### src/adcstc_pkg.sv
`default_nettype none
package adcstc_pkg;
	// register byte offsets
	localparam logic [7:0] CTRL1_OFF = 8'h00;
	localparam logic [7:0] CTRL2_OFF = 8'h04;
	localparam logic [7:0] CTRL3_OFF = 8'h08;
	localparam logic [7:0] INSEL_OFF = 8'h0C;
	localparam logic [7:0] SCAN_OFF  = 8'h10;
	localparam logic [7:0] STAT_OFF  = 8'h14;
	localparam logic [1:0] BUF_PAGE  = 2'h1;   // paddr[7:6], words 0x40..0x7C
	// first control word
	localparam int ON_BIT    = 15;
	localparam int TRIG_LSB  = 5;
	localparam int SIMUL_BIT = 3;
	localparam int ASTRT_BIT = 2;
	localparam int SAMPLING_BIT_BIT  = 1;
	localparam int CONVERTING_BIT_BIT  = 0;
	// second control word
	localparam int SCAN_BIT  = 10;
	localparam int CHANNEL_COUNT_SEL_LSB  = 8;
	localparam int SAMPLES_PER_IRQ_LSB  = 2;
	localparam int SPLIT_BIT = 1;
	localparam int ALTERNATE_INPUT_SEL_BIT  = 0;
	// third control word
	localparam int AUTO_SAMPLE_COUNT_LSB  = 8;
	localparam int RC_BIT    = 7;
	localparam int DIV_LSB   = 0;
	// input select and status
	localparam int INA_LSB   = 0;
	localparam int INB_LSB   = 8;
	localparam int IRQ_BIT   = 0;
	localparam int HALF_BIT  = 1;
	localparam int PTR_LSB   = 4;
	localparam int SCNT_LSB  = 8;
	localparam int CHAN_LSB  = 12;
	localparam int ALTB_BIT  = 14;
	// reset values
	localparam logic [31:0] CTRL_RESET = 32'h0000_0000;
	// trigger codes and timing
	localparam logic [2:0] TRIG_SW   = 3'h0;
	localparam logic [2:0] TRIG_AUTO = 3'h7;
	localparam logic [4:0] CONVERTING_BIT_TADS = 5'h0B;  // converter clocks per conversion
	localparam int BUF_DEPTH = 16;
	typedef enum {ST_IDLE, ST_SAMPLE, ST_CONVERTING_BIT} adcstc_state_type;
endpackage : adcstc_pkg
`default_nettype wire

### src/adcstc_top.sv
// Implementation choices: the APB register port and the register offsets.
`timescale 1ns/1ps
`default_nettype none
// What this block does
// - sequential mode, one sample clock per channel
// - simultaneous mode samples all, converts in turn
// - channel count selects one, two or four
// - samples per interrupt, one to sixteen
// - split buffer halves swap each interrupt
// - alternate input sets, first set first
// - scan channel zero over mask, low first
// - trigger ends sampling; code zero software clear
// - code seven triggers after auto-sample count
// - six further timer or external triggers
// - clearing converting bit aborts, buffer kept
// - converting-bit clear beats automatic sampling start
// - resume at next channel or next group
// - each conversion takes eleven converter clocks
// - converter clock is half-step divided instruction clock
// - RC select uses RC clock, divider ignored
// - completion stores result, flag at sample count
module adcstc_top #(
	parameter int RES_W = 10                   // result width
) (
	input  wire logic             clk_i,         // instruction clock
	input  wire logic             reset_i,       // sync reset, high
	input  wire logic [7:0]       paddr_i,       // apb address
	input  wire logic             psel_i,        // apb select
	input  wire logic             penable_i,     // apb enable
	input  wire logic             pwrite_i,      // apb direction
	input  wire logic [31:0]      pwdata_i,      // apb write data
	output logic      [31:0]      prdata_o,      // apb read data
	output logic                  pready_o,      // apb ready
	output logic                  pslverr_o,     // apb error
	input  wire logic             rc_clk_i,      // internal rc oscillator
	input  wire logic [5:0]       ext_trig_i,    // timer/external triggers
	input  wire logic [RES_W-1:0] result_i,      // sar core result
	output logic      [3:0]       sample_hold_o, // sample/hold enables
	output logic      [3:0]       ch0_input_o,   // channel zero input
	output logic                  input_set_o,   // 0 first set, 1 second
	output logic                  converting_bit_start_o,  // conversion start pulse
	output logic      [1:0]       converting_bit_chan_o,   // channel being converted
	output logic                  converting_bit_abort_o,  // abort pulse
	output logic                  irq_flag_o     // conversion flag level
);
	adcstc_pkg::adcstc_state_type state, next_state;
	logic [6:0]       sync1, sync2, sync3;
	logic             module_on, simul, auto_start, scan_en, split, alternate_input_sel, rc_sel, irq_flag;
	logic [2:0]       trig_sel;
	logic [1:0]       channel_count_sel, chan;
	logic [3:0]       samples_per_irq, in_a, in_b, wr_ptr, sampling_bit_cnt, scan_idx;
	logic [4:0]       auto_sample_count, tad_cnt;
	logic [5:0]       div;
	logic [6:0]       tad_acc;
	logic [15:0]      scan_mask;
	logic             half, alt_b;
	logic [31:0]      rd_mux;
	logic [RES_W-1:0] result_buffer [adcstc_pkg::BUF_DEPTH];

	// lowest mask bit at or above the start, else wrap to lowest
	function automatic logic [3:0] adcstc_first(input logic [15:0] m, input logic [3:0] from);
		logic [3:0] lo;
		logic [3:0] hi;
		logic       fh;
		lo = 4'h0;
		hi = 4'h0;
		fh = 1'b0;
		for (int i = 15; i >= 0; i--) begin
			if (m[i]) begin
				lo = 4'(i);
				if (4'(i) >= from) begin
					hi = 4'(i);
					fh = 1'b1;
				end
			end
		end
		return fh ? hi : lo;
	endfunction : adcstc_first

	// pins from other domains: two flops, third only for edge detect
	always_ff @(posedge clk_i) begin
		sync1 <= {ext_trig_i, rc_clk_i};
		sync2 <= sync1;
		sync3 <= sync2;
	end
	wire       rc_tick   = sync2[0] & ~sync3[0];
	wire [5:0] trig_rise = sync2[6:1] & ~sync3[6:1];

	// apb decode: zero wait states, unmapped word answers with error
	wire setup   = psel_i & ~penable_i;
	wire access  = psel_i & penable_i;
	wire wr      = access & pwrite_i;
	wire h_c1    = paddr_i == adcstc_pkg::CTRL1_OFF;
	wire h_c2    = paddr_i == adcstc_pkg::CTRL2_OFF;
	wire h_c3    = paddr_i == adcstc_pkg::CTRL3_OFF;
	wire h_in    = paddr_i == adcstc_pkg::INSEL_OFF;
	wire h_scan  = paddr_i == adcstc_pkg::SCAN_OFF;
	wire h_stat  = paddr_i == adcstc_pkg::STAT_OFF;
	wire h_buf   = (paddr_i[7:6] == adcstc_pkg::BUF_PAGE) & (paddr_i[1:0] == 2'h0);
	wire mapped  = h_c1 | h_c2 | h_c3 | h_in | h_scan | h_stat | h_buf;
	wire [3:0] buf_idx = paddr_i[5:2];
	assign pready_o  = 1'b1;
	assign pslverr_o = access & ~mapped;

	// software events on the sampling and converting bits
	wire w_c1        = wr & h_c1;
	wire sw_sampling_bit_set = w_c1 & pwdata_i[adcstc_pkg::SAMPLING_BIT_BIT];
	wire sw_sampling_bit_clr = w_c1 & ~pwdata_i[adcstc_pkg::SAMPLING_BIT_BIT];
	wire sw_converting_bit_clr = w_c1 & ~pwdata_i[adcstc_pkg::CONVERTING_BIT_BIT];

	// converter clock: half-cycle accumulator, at most one tick per clock
	wire [6:0] tad_len  = {1'b0, div} + 7'h01;
	wire [6:0] acc_step = tad_acc + 7'h02;
	wire       clk_tick = acc_step >= tad_len;
	wire       tad_tick = rc_sel ? rc_tick : clk_tick;
	always_ff @(posedge clk_i) begin
		if (reset_i | rc_sel | ~module_on | (tad_len == 7'h01))
			tad_acc <= 7'h00;
		else
			tad_acc <= clk_tick ? acc_step - tad_len : acc_step;
	end

	// sequence decode
	wire [1:0] last_ch  = (channel_count_sel == 2'h0) ? 2'h0 : (channel_count_sel == 2'h1) ? 2'h1 : 2'h3;
	wire [3:0] sel_mask = (channel_count_sel == 2'h0) ? 4'h1 : (channel_count_sel == 2'h1) ? 4'h3 : 4'hF;
	wire in_sampling_bit   = state == adcstc_pkg::ST_SAMPLE;
	wire in_converting_bit   = state == adcstc_pkg::ST_CONVERTING_BIT;
	wire ext_code  = (trig_sel != adcstc_pkg::TRIG_SW) & (trig_sel != adcstc_pkg::TRIG_AUTO);
	wire trig_sw   = (trig_sel == adcstc_pkg::TRIG_SW) & sw_sampling_bit_clr;
	wire trig_auto = (trig_sel == adcstc_pkg::TRIG_AUTO) & tad_tick & (tad_cnt + 5'h01 >= auto_sample_count);
	wire trig_ext  = ext_code & trig_rise[trig_sel - 3'h1];
	wire trigger   = in_sampling_bit & module_on & (trig_sw | trig_auto | trig_ext);
	wire abort     = in_converting_bit & sw_converting_bit_clr;
	wire converting_bit_done = in_converting_bit & ~abort & tad_tick & (tad_cnt == adcstc_pkg::CONVERTING_BIT_TADS - 5'h01);
	wire grp_more  = simul & (chan != last_ch);
	wire sampling_bit_end  = converting_bit_done & ~grp_more;                    // one sample clock finished
	wire seq_end   = sampling_bit_end & (simul | (chan == last_ch));
	wire irq_event = sampling_bit_end & (sampling_bit_cnt == samples_per_irq);
	wire [3:0] scan_pick = adcstc_first(scan_mask, scan_idx);
	wire [3:0] wr_addr   = split ? {half, wr_ptr[2:0]} : wr_ptr;

	// state transitions; a clear of the converting bit stops auto restart
	always_comb begin
		next_state = state;
		case (state)
			adcstc_pkg::ST_IDLE: begin
				if (sw_sampling_bit_set & pwdata_i[adcstc_pkg::ON_BIT])   // turn-on write may start sampling too
					next_state = adcstc_pkg::ST_SAMPLE;
			end
			adcstc_pkg::ST_SAMPLE: begin
				if (~module_on | (sw_sampling_bit_clr & ~trigger))
					next_state = adcstc_pkg::ST_IDLE;
				else if (trigger)
					next_state = adcstc_pkg::ST_CONVERTING_BIT;
			end
			adcstc_pkg::ST_CONVERTING_BIT: begin
				if (~module_on | abort)
					next_state = adcstc_pkg::ST_IDLE;
				else if (sampling_bit_end)
					next_state = auto_start ? adcstc_pkg::ST_SAMPLE : adcstc_pkg::ST_IDLE;
			end
			default: next_state = adcstc_pkg::ST_IDLE;
		endcase
	end

	always_ff @(posedge clk_i) begin
		if (reset_i)
			state <= adcstc_pkg::ST_IDLE;
		else
			state <= next_state;
	end

	// converter clock counter for sample time and conversion length
	always_ff @(posedge clk_i) begin
		if (reset_i | (next_state != state) | trigger | converting_bit_done)
			tad_cnt <= 5'h00;
		else if (tad_tick & (tad_cnt != 5'h1F))
			tad_cnt <= tad_cnt + 5'h01;
	end

	// channel pointer: sequential steps per sample, group restarts at zero
	always_ff @(posedge clk_i) begin
		if (reset_i | ~module_on)
			chan <= 2'h0;
		else if (trigger & simul)
			chan <= 2'h0;
		else if (converting_bit_done & grp_more)
			chan <= chan + 2'h1;
		else if (converting_bit_done | (abort & ~simul))
			chan <= (chan == last_ch) ? 2'h0 : chan + 2'h1;
		else if (abort)
			chan <= 2'h0;
	end

	// sample counting, buffer pointer and half swap per interrupt
	always_ff @(posedge clk_i) begin
		if (reset_i | ~module_on) begin
			sampling_bit_cnt <= 4'h0;
			wr_ptr   <= 4'h0;
			half     <= 1'b0;
		end else if (irq_event) begin
			sampling_bit_cnt <= 4'h0;
			wr_ptr   <= 4'h0;
			half     <= split ? ~half : 1'b0;
		end else begin
			if (sampling_bit_end)
				sampling_bit_cnt <= sampling_bit_cnt + 4'h1;
			if (converting_bit_done)
				wr_ptr <= wr_ptr + 4'h1;
		end
	end

	// input set alternation and channel zero scan position
	always_ff @(posedge clk_i) begin
		if (reset_i | ~module_on | ~alternate_input_sel)
			alt_b <= 1'b0;
		else if (seq_end)
			alt_b <= ~alt_b;
		if (reset_i | ~module_on | irq_event)
			scan_idx <= 4'h0;
		else if (converting_bit_done & scan_en & ~alt_b & (chan == 2'h0))
			scan_idx <= scan_pick + 4'h1;
	end

	// result store: no reset, aborted conversions never write
	always_ff @(posedge clk_i) begin
		if (wr & h_buf)
			result_buffer[buf_idx] <= pwdata_i[RES_W-1:0];
		if (converting_bit_done)
			result_buffer[wr_addr] <= result_i;
	end

	// flag: the hardware set wins over a write-one clear
	always_ff @(posedge clk_i) begin
		if (reset_i)
			irq_flag <= 1'b0;
		else
			irq_flag <= irq_event | (irq_flag & ~(wr & h_stat & pwdata_i[adcstc_pkg::IRQ_BIT]));
	end

	// control registers; settings are expected steady while the module runs
	always_ff @(posedge clk_i) begin
		if (reset_i) begin
			{module_on, trig_sel, simul, auto_start} <= adcstc_pkg::CTRL_RESET[5:0];
			{scan_en, channel_count_sel, samples_per_irq, split, alternate_input_sel}       <= adcstc_pkg::CTRL_RESET[8:0];
			{auto_sample_count, rc_sel, div}                      <= adcstc_pkg::CTRL_RESET[11:0];
			{in_a, in_b}                             <= adcstc_pkg::CTRL_RESET[7:0];
			scan_mask                                <= adcstc_pkg::CTRL_RESET[15:0];
		end else if (wr) begin
			if (h_c1) begin
				module_on  <= pwdata_i[adcstc_pkg::ON_BIT];
				trig_sel   <= pwdata_i[adcstc_pkg::TRIG_LSB +: 3];
				simul      <= pwdata_i[adcstc_pkg::SIMUL_BIT];
				auto_start <= pwdata_i[adcstc_pkg::ASTRT_BIT];
			end
			if (h_c2) begin
				scan_en <= pwdata_i[adcstc_pkg::SCAN_BIT];
				channel_count_sel    <= pwdata_i[adcstc_pkg::CHANNEL_COUNT_SEL_LSB +: 2];
				samples_per_irq    <= pwdata_i[adcstc_pkg::SAMPLES_PER_IRQ_LSB +: 4];
				split   <= pwdata_i[adcstc_pkg::SPLIT_BIT];
				alternate_input_sel    <= pwdata_i[adcstc_pkg::ALTERNATE_INPUT_SEL_BIT];
			end
			if (h_c3) begin
				auto_sample_count   <= pwdata_i[adcstc_pkg::AUTO_SAMPLE_COUNT_LSB +: 5];
				rc_sel <= pwdata_i[adcstc_pkg::RC_BIT];
				div    <= pwdata_i[adcstc_pkg::DIV_LSB +: 6];
			end
			if (h_in) begin
				in_a <= pwdata_i[adcstc_pkg::INA_LSB +: 4];
				in_b <= pwdata_i[adcstc_pkg::INB_LSB +: 4];
			end
			if (h_scan)
				scan_mask <= pwdata_i[15:0];
		end
	end

	// read mux; sampling and converting bits mirror the sequencer state
	always_comb begin
		rd_mux = 32'h0000_0000;
		if (h_c1) begin
			rd_mux[adcstc_pkg::ON_BIT]          = module_on;
			rd_mux[adcstc_pkg::TRIG_LSB +: 3]   = trig_sel;
			rd_mux[adcstc_pkg::SIMUL_BIT]       = simul;
			rd_mux[adcstc_pkg::ASTRT_BIT]       = auto_start;
			rd_mux[adcstc_pkg::SAMPLING_BIT_BIT]        = in_sampling_bit;
			rd_mux[adcstc_pkg::CONVERTING_BIT_BIT]        = in_converting_bit;
		end else if (h_c2) begin
			rd_mux[adcstc_pkg::SCAN_BIT]        = scan_en;
			rd_mux[adcstc_pkg::CHANNEL_COUNT_SEL_LSB +: 2]   = channel_count_sel;
			rd_mux[adcstc_pkg::SAMPLES_PER_IRQ_LSB +: 4]   = samples_per_irq;
			rd_mux[adcstc_pkg::SPLIT_BIT]       = split;
			rd_mux[adcstc_pkg::ALTERNATE_INPUT_SEL_BIT]        = alternate_input_sel;
		end else if (h_c3) begin
			rd_mux[adcstc_pkg::AUTO_SAMPLE_COUNT_LSB +: 5]   = auto_sample_count;
			rd_mux[adcstc_pkg::RC_BIT]          = rc_sel;
			rd_mux[adcstc_pkg::DIV_LSB +: 6]    = div;
		end else if (h_in) begin
			rd_mux[adcstc_pkg::INA_LSB +: 4]    = in_a;
			rd_mux[adcstc_pkg::INB_LSB +: 4]    = in_b;
		end else if (h_scan) begin
			rd_mux[15:0]                        = scan_mask;
		end else if (h_stat) begin
			rd_mux[adcstc_pkg::IRQ_BIT]         = irq_flag;
			rd_mux[adcstc_pkg::HALF_BIT]        = half;
			rd_mux[adcstc_pkg::PTR_LSB +: 4]    = wr_addr;
			rd_mux[adcstc_pkg::SCNT_LSB +: 4]   = sampling_bit_cnt;
			rd_mux[adcstc_pkg::CHAN_LSB +: 2]   = chan;
			rd_mux[adcstc_pkg::ALTB_BIT]        = alt_b;
		end else if (h_buf) begin
			rd_mux[RES_W-1:0]                   = result_buffer[buf_idx];
		end
	end

	// read data captured in the setup cycle, held through the access cycle
	always_ff @(posedge clk_i) begin
		if (reset_i)
			prdata_o <= 32'h0000_0000;
		else if (setup)
			prdata_o <= rd_mux;
	end

	// converter core strobes, registered so they are glitch free
	always_ff @(posedge clk_i) begin
		if (reset_i) begin
			converting_bit_start_o <= 1'b0;
			converting_bit_abort_o <= 1'b0;
		end else begin
			converting_bit_start_o <= trigger | (converting_bit_done & grp_more);
			converting_bit_abort_o <= abort | (in_converting_bit & ~module_on);
		end
	end

	// analog side: sample enables and input routing decoded from state flops
	assign sample_hold_o = in_sampling_bit ? (simul ? sel_mask : (4'h1 << chan)) : 4'h0;
	assign ch0_input_o   = alt_b ? in_b : (scan_en ? scan_pick : in_a);
	assign input_set_o   = alt_b;
	assign converting_bit_chan_o   = chan;
	assign irq_flag_o    = irq_flag;
endmodule : adcstc_top
`default_nettype wire

### config.mk
export PLATFORM = sky130hd
export DESIGN_NAME = adcstc_top
export DESIGN_NICKNAME = d
export VERILOG_FILES = /design/src/adcstc_pkg.sv /design/src/adcstc_top.sv
export SDC_FILE = /design/constraint.sdc
export NUM_CORES = 1
export LEC_CHECK = 0
export BUFFER_PORTS_ARGS = -buffer_cell sky130_fd_sc_hd__buf_2
export CAP_MARGIN = 10
export CORE_MARGIN = 2
export CORE_UTILIZATION = 30
export CTS_CLUSTER_DIAMETER = 50
export DETAILED_ROUTE_END_ITERATION = 6
export PLACE_DENSITY = 0.57
export SYNTH_ARGS = -nofsm -noshare
export SYNTH_HDL_FRONTEND = slang
export SYNTH_SLANG_ARGS = --single-unit
### constraint.sdc
create_clock -name clk_i -period 4.32 [get_ports clk_i]
set_input_delay 0.864 -clock clk_i [delete_from_list [all_inputs] [get_ports clk_i]]
set_output_delay 0.864 -clock clk_i [all_outputs]
set_load 0.005 [all_outputs]
==> results.json <==
{
  "status": "finished clean",
  "initial_core_util_pct": 30.3,
  "firstDrtPassIters": 6,
  "drtIter0Drc": 1128,
  "critPathLaunchType": "register",
  "final_cells": 2181,
  "power_leakage_uw": 0.00654,
  "path_clk_slew_ns": 0.06,
  "ys_seq_area_share_pct": 49.2,
  "async_reset_ff_share_pct": 0,
  "gp_congestion": 0.853,
  "grt_setup_unrepaired": "no",
  "cp_data_required_time_ns": 3.46,
  "cts_root_buf": "clkbuf_16",
  "synth-edff-count": 160,
  "critPathKind": "reg2out",
  "avgSynthCellArea_um2": 11.5,
  "num_antenna_cells": 0,
  "drc": 0,
  "rows": 84,
  "setup_violations": 0,
  "ioPinCount": 110,
  "yosys_warnings": 0,
  "finalCritPeriodShare_pct": 94.2,
  "use_met2_pct": 26.5,
  "synth.distinct_cells": 76,
  "post-place-ws_ns": 0.474,
  "htree_levels": 2,
  "yosysTopAreaCell": "edfxtp_1",
  "die_y_um": 234,
  "numPortBuffers": 76,
  "n_fill_cell": 5224,
  "antenna_found_initial": 1,
  "setup_tns_ns": 0,
  "postRouteAntennaNets": 0,
  "crit_arrival_ns": 3.21,
  "power_uw": 6840,
  "clock_skew_ns": 0.0193,
  "drive_gt1_share_pct": 28.3,
  "min_path_type": "reg2reg",
  "netlist_area_um2": 15900,
  "synth_flop_cell": "edfxtp_1",
  "core_um2": 52600,
  "die_w_um": 234,
  "period_minus_slack_ns": 4.07,
  "synth_top_area_share_pct": 30.2,
  "grt_max_degree": 45,
  "grt_use_met3_pct": 2.64,
  "gr-max-usage-layer": "met2",
  "ys_seq_elements": 311,
  "maxCapViolCount": 0,
  "synth.area.top_cells": "edfxtp_1, dfxtp_1, mux2_2",
  "syn_inst": 1383,
  "route.detailed.wl_per_inst_um": 20.5,
  "drt_wl_total_um": 44600,
  "nets": 1558,
  "syn_to_final_growth_pct": 15.2,
  "dieArea_um2": 54900,
  "cts_setup_buffers": 0,
  "use_met1_pct": 22.8,
  "cts_buffer_depth": 3,
  "path_max_fanout": 17,
  "fmax_mhz": 246,
  "overflow": 0,
  "finalMaxSlewViolations": 0,
  "dp.cells": 2111,
  "grt_use_total_pct": 16.3,
  "num_vias": 11335,
  "cp-end-kind": "output pin",
  "tightestPinTransition_ns": 0.912,
  "finalHoldViolCount": 0,
  "relSlewSlack_pct": 39.2,
  "clkLatencyLatePin_ns": 0.54,
  "grt_pass1_wl_um": 68200,
  "grt_pass1_vias": 11136,
  "cts_sinks": 311,
  "powerDensity_nw_per_um2": 373,
  "hpwlAfterDp_um": 31700,
  "post-route-worst-setup-slack_ns": 0.249,
  "peakVddDrop_mv": 0.227,
  "cts_tree": "done",
  "vias_per_cell": 5.20,
  "cts_buffers": 39
}
## power by group
part / switching [uW] / internal, uW
logic: 204 / 149
registers: 12.4 / 3130
clock network: 1320 / 2030
## cell families after synthesis
family,count (synthesis),synth area share (%)
adder cells (fa/ha/maj),32,2.56
AND/OR/NAND/NOR,382,12.0
AO/OA/AOI/OAI,232,9.29
XOR/XNOR,29,1.59
other,2,0.0472
buffers and inverters,159,5.08
multiplexers,236,20.2
flip-flops,311,49.2
## cell usage after synthesis, drive strengths merged (10+ instances only)
cell and number:
a211oi 13, a21oi 83, and2 16, buf 59
clkbuf 69, dfxtp 151, edfxtp 160, ha 31
inv 31, mux2 162, mux2i 24, mux4 50
nand2 131, nand2b 14, nand3 48, nor2 76
nor2b 10, nor3 16, nor4 14, o21ai 52
xnor2 15, xor2 14
## registers in the layout, indices dropped and copies added (netlist names), 6 cells and up
| register | flops |
|---|---|
| scan_mask | 16 |
| sync2 | 7 |
| sync3 | 7 |
| tad_acc | 7 |
| div | 6 |
| prdata_o | 16 |
| state | 32 |
| result_buffer | 160 |
| sync1 | 7 |
## cells in the final DEF (no fill, tap or decap), types with 5 or more instances in the layout
cell type	Yosys	routed
edfxtp_1	160	160
mux2_2	153	153
dfxtp_1	151	147
nand2_1	131	131
a21oi_1	83	83
buf_2	17	75
nor2_1	74	74
o21ai_0	52	52
mux4_2	50	50
nand3_1	48	48
conb_1	2	47
buf_4	23	47
clkbuf_16	0	41
inv_1	31	31
ha_1	31	31
mux2i_1	24	24
xnor2_1	15	15
xor2_1	14	14
nor3_1	14	14
nand2b_1	14	14
nor4_1	13	13
and2_1	13	13
a211oi_1	13	13
nor2b_1	10	10
mux2_4	9	9
nand4_1	8	8
a21boi_0	8	8
or3_1	8	8
a221oi_1	8	8
nand3b_1	7	7
or2_2	6	6
and3_1	6	6
o22ai_1	6	6
o21a_1	6	6
a31oi_1	6	6
a311oi_1	5	5
a22oi_1	5	5
clkbuf_1	69	5
## per-layer routing
layer  part of all wire (%)  wire [um]
met5                      0          0
met4                    1.9        831
met2                     46      20700
met3                    6.4       2870
met1                     45      20200
## what timing repair did
action,CTS,global route
gates resized for setup,0,4
hold endpoints to repair,0,0
endpoints found under the setup margin,0,2
hold buffers,0,0
## path summary, 6_finish.rpt
check	start	to	slack (ns)	cells past startpoint
max	scan_idx[3]$_SDFFE_PP0P_	ch0_input_o[1]	0.25	8
min	sync1[3]$_DFF_P_	sync2[3]$_DFF_P_	0.32	0
max reg2reg	div[0]$_SDFFE_PP0P_	scan_idx[3]$_SDFFE_PP0P_	0.43	13
min reg2reg	sync1[3]$_DFF_P_	sync2[3]$_DFF_P_	0.32	0
## through the flow
stage	cell area, um2	util, %	hold WS, ns
floorplan	16100	-	0.310
global placement	17000	32.4	0.313
detailed placement	17000	32.4	0.314
CTS	18300	34.9	0.323
global route	18300	34.9	0.333
finish	18300	34.9	0.320
## worst max-delay path, cell delays in order, from the launching register on
cell	delay [ns]
dfxtp_2	0.50
a21boi_0	0.13
o21ai_0	0.36
o2111ai_1	0.23
nand4b_1	0.32
o41ai_2	0.50
mux2i_1	0.14
o21ai_0	0.31
buf_2	0.19
## final cells by class
| cell class | count | area [um2] | share of cell area (%) |
|---|---|---|---|
| sequential | 311 | 7830 | 42.7 |
| multi-input combinational | 958 | 7460 | 40.7 |
| clock buffer | 48 | 1070 | 5.85 |
| tap | 688 | 861 | 4.69 |
| timing repair buffer | 123 | 748 | 4.08 |
| clock inverter | 22 | 254 | 1.38 |
| inverter | 31 | 116 | 0.634 |
Power figures use the tool's default switching activity.
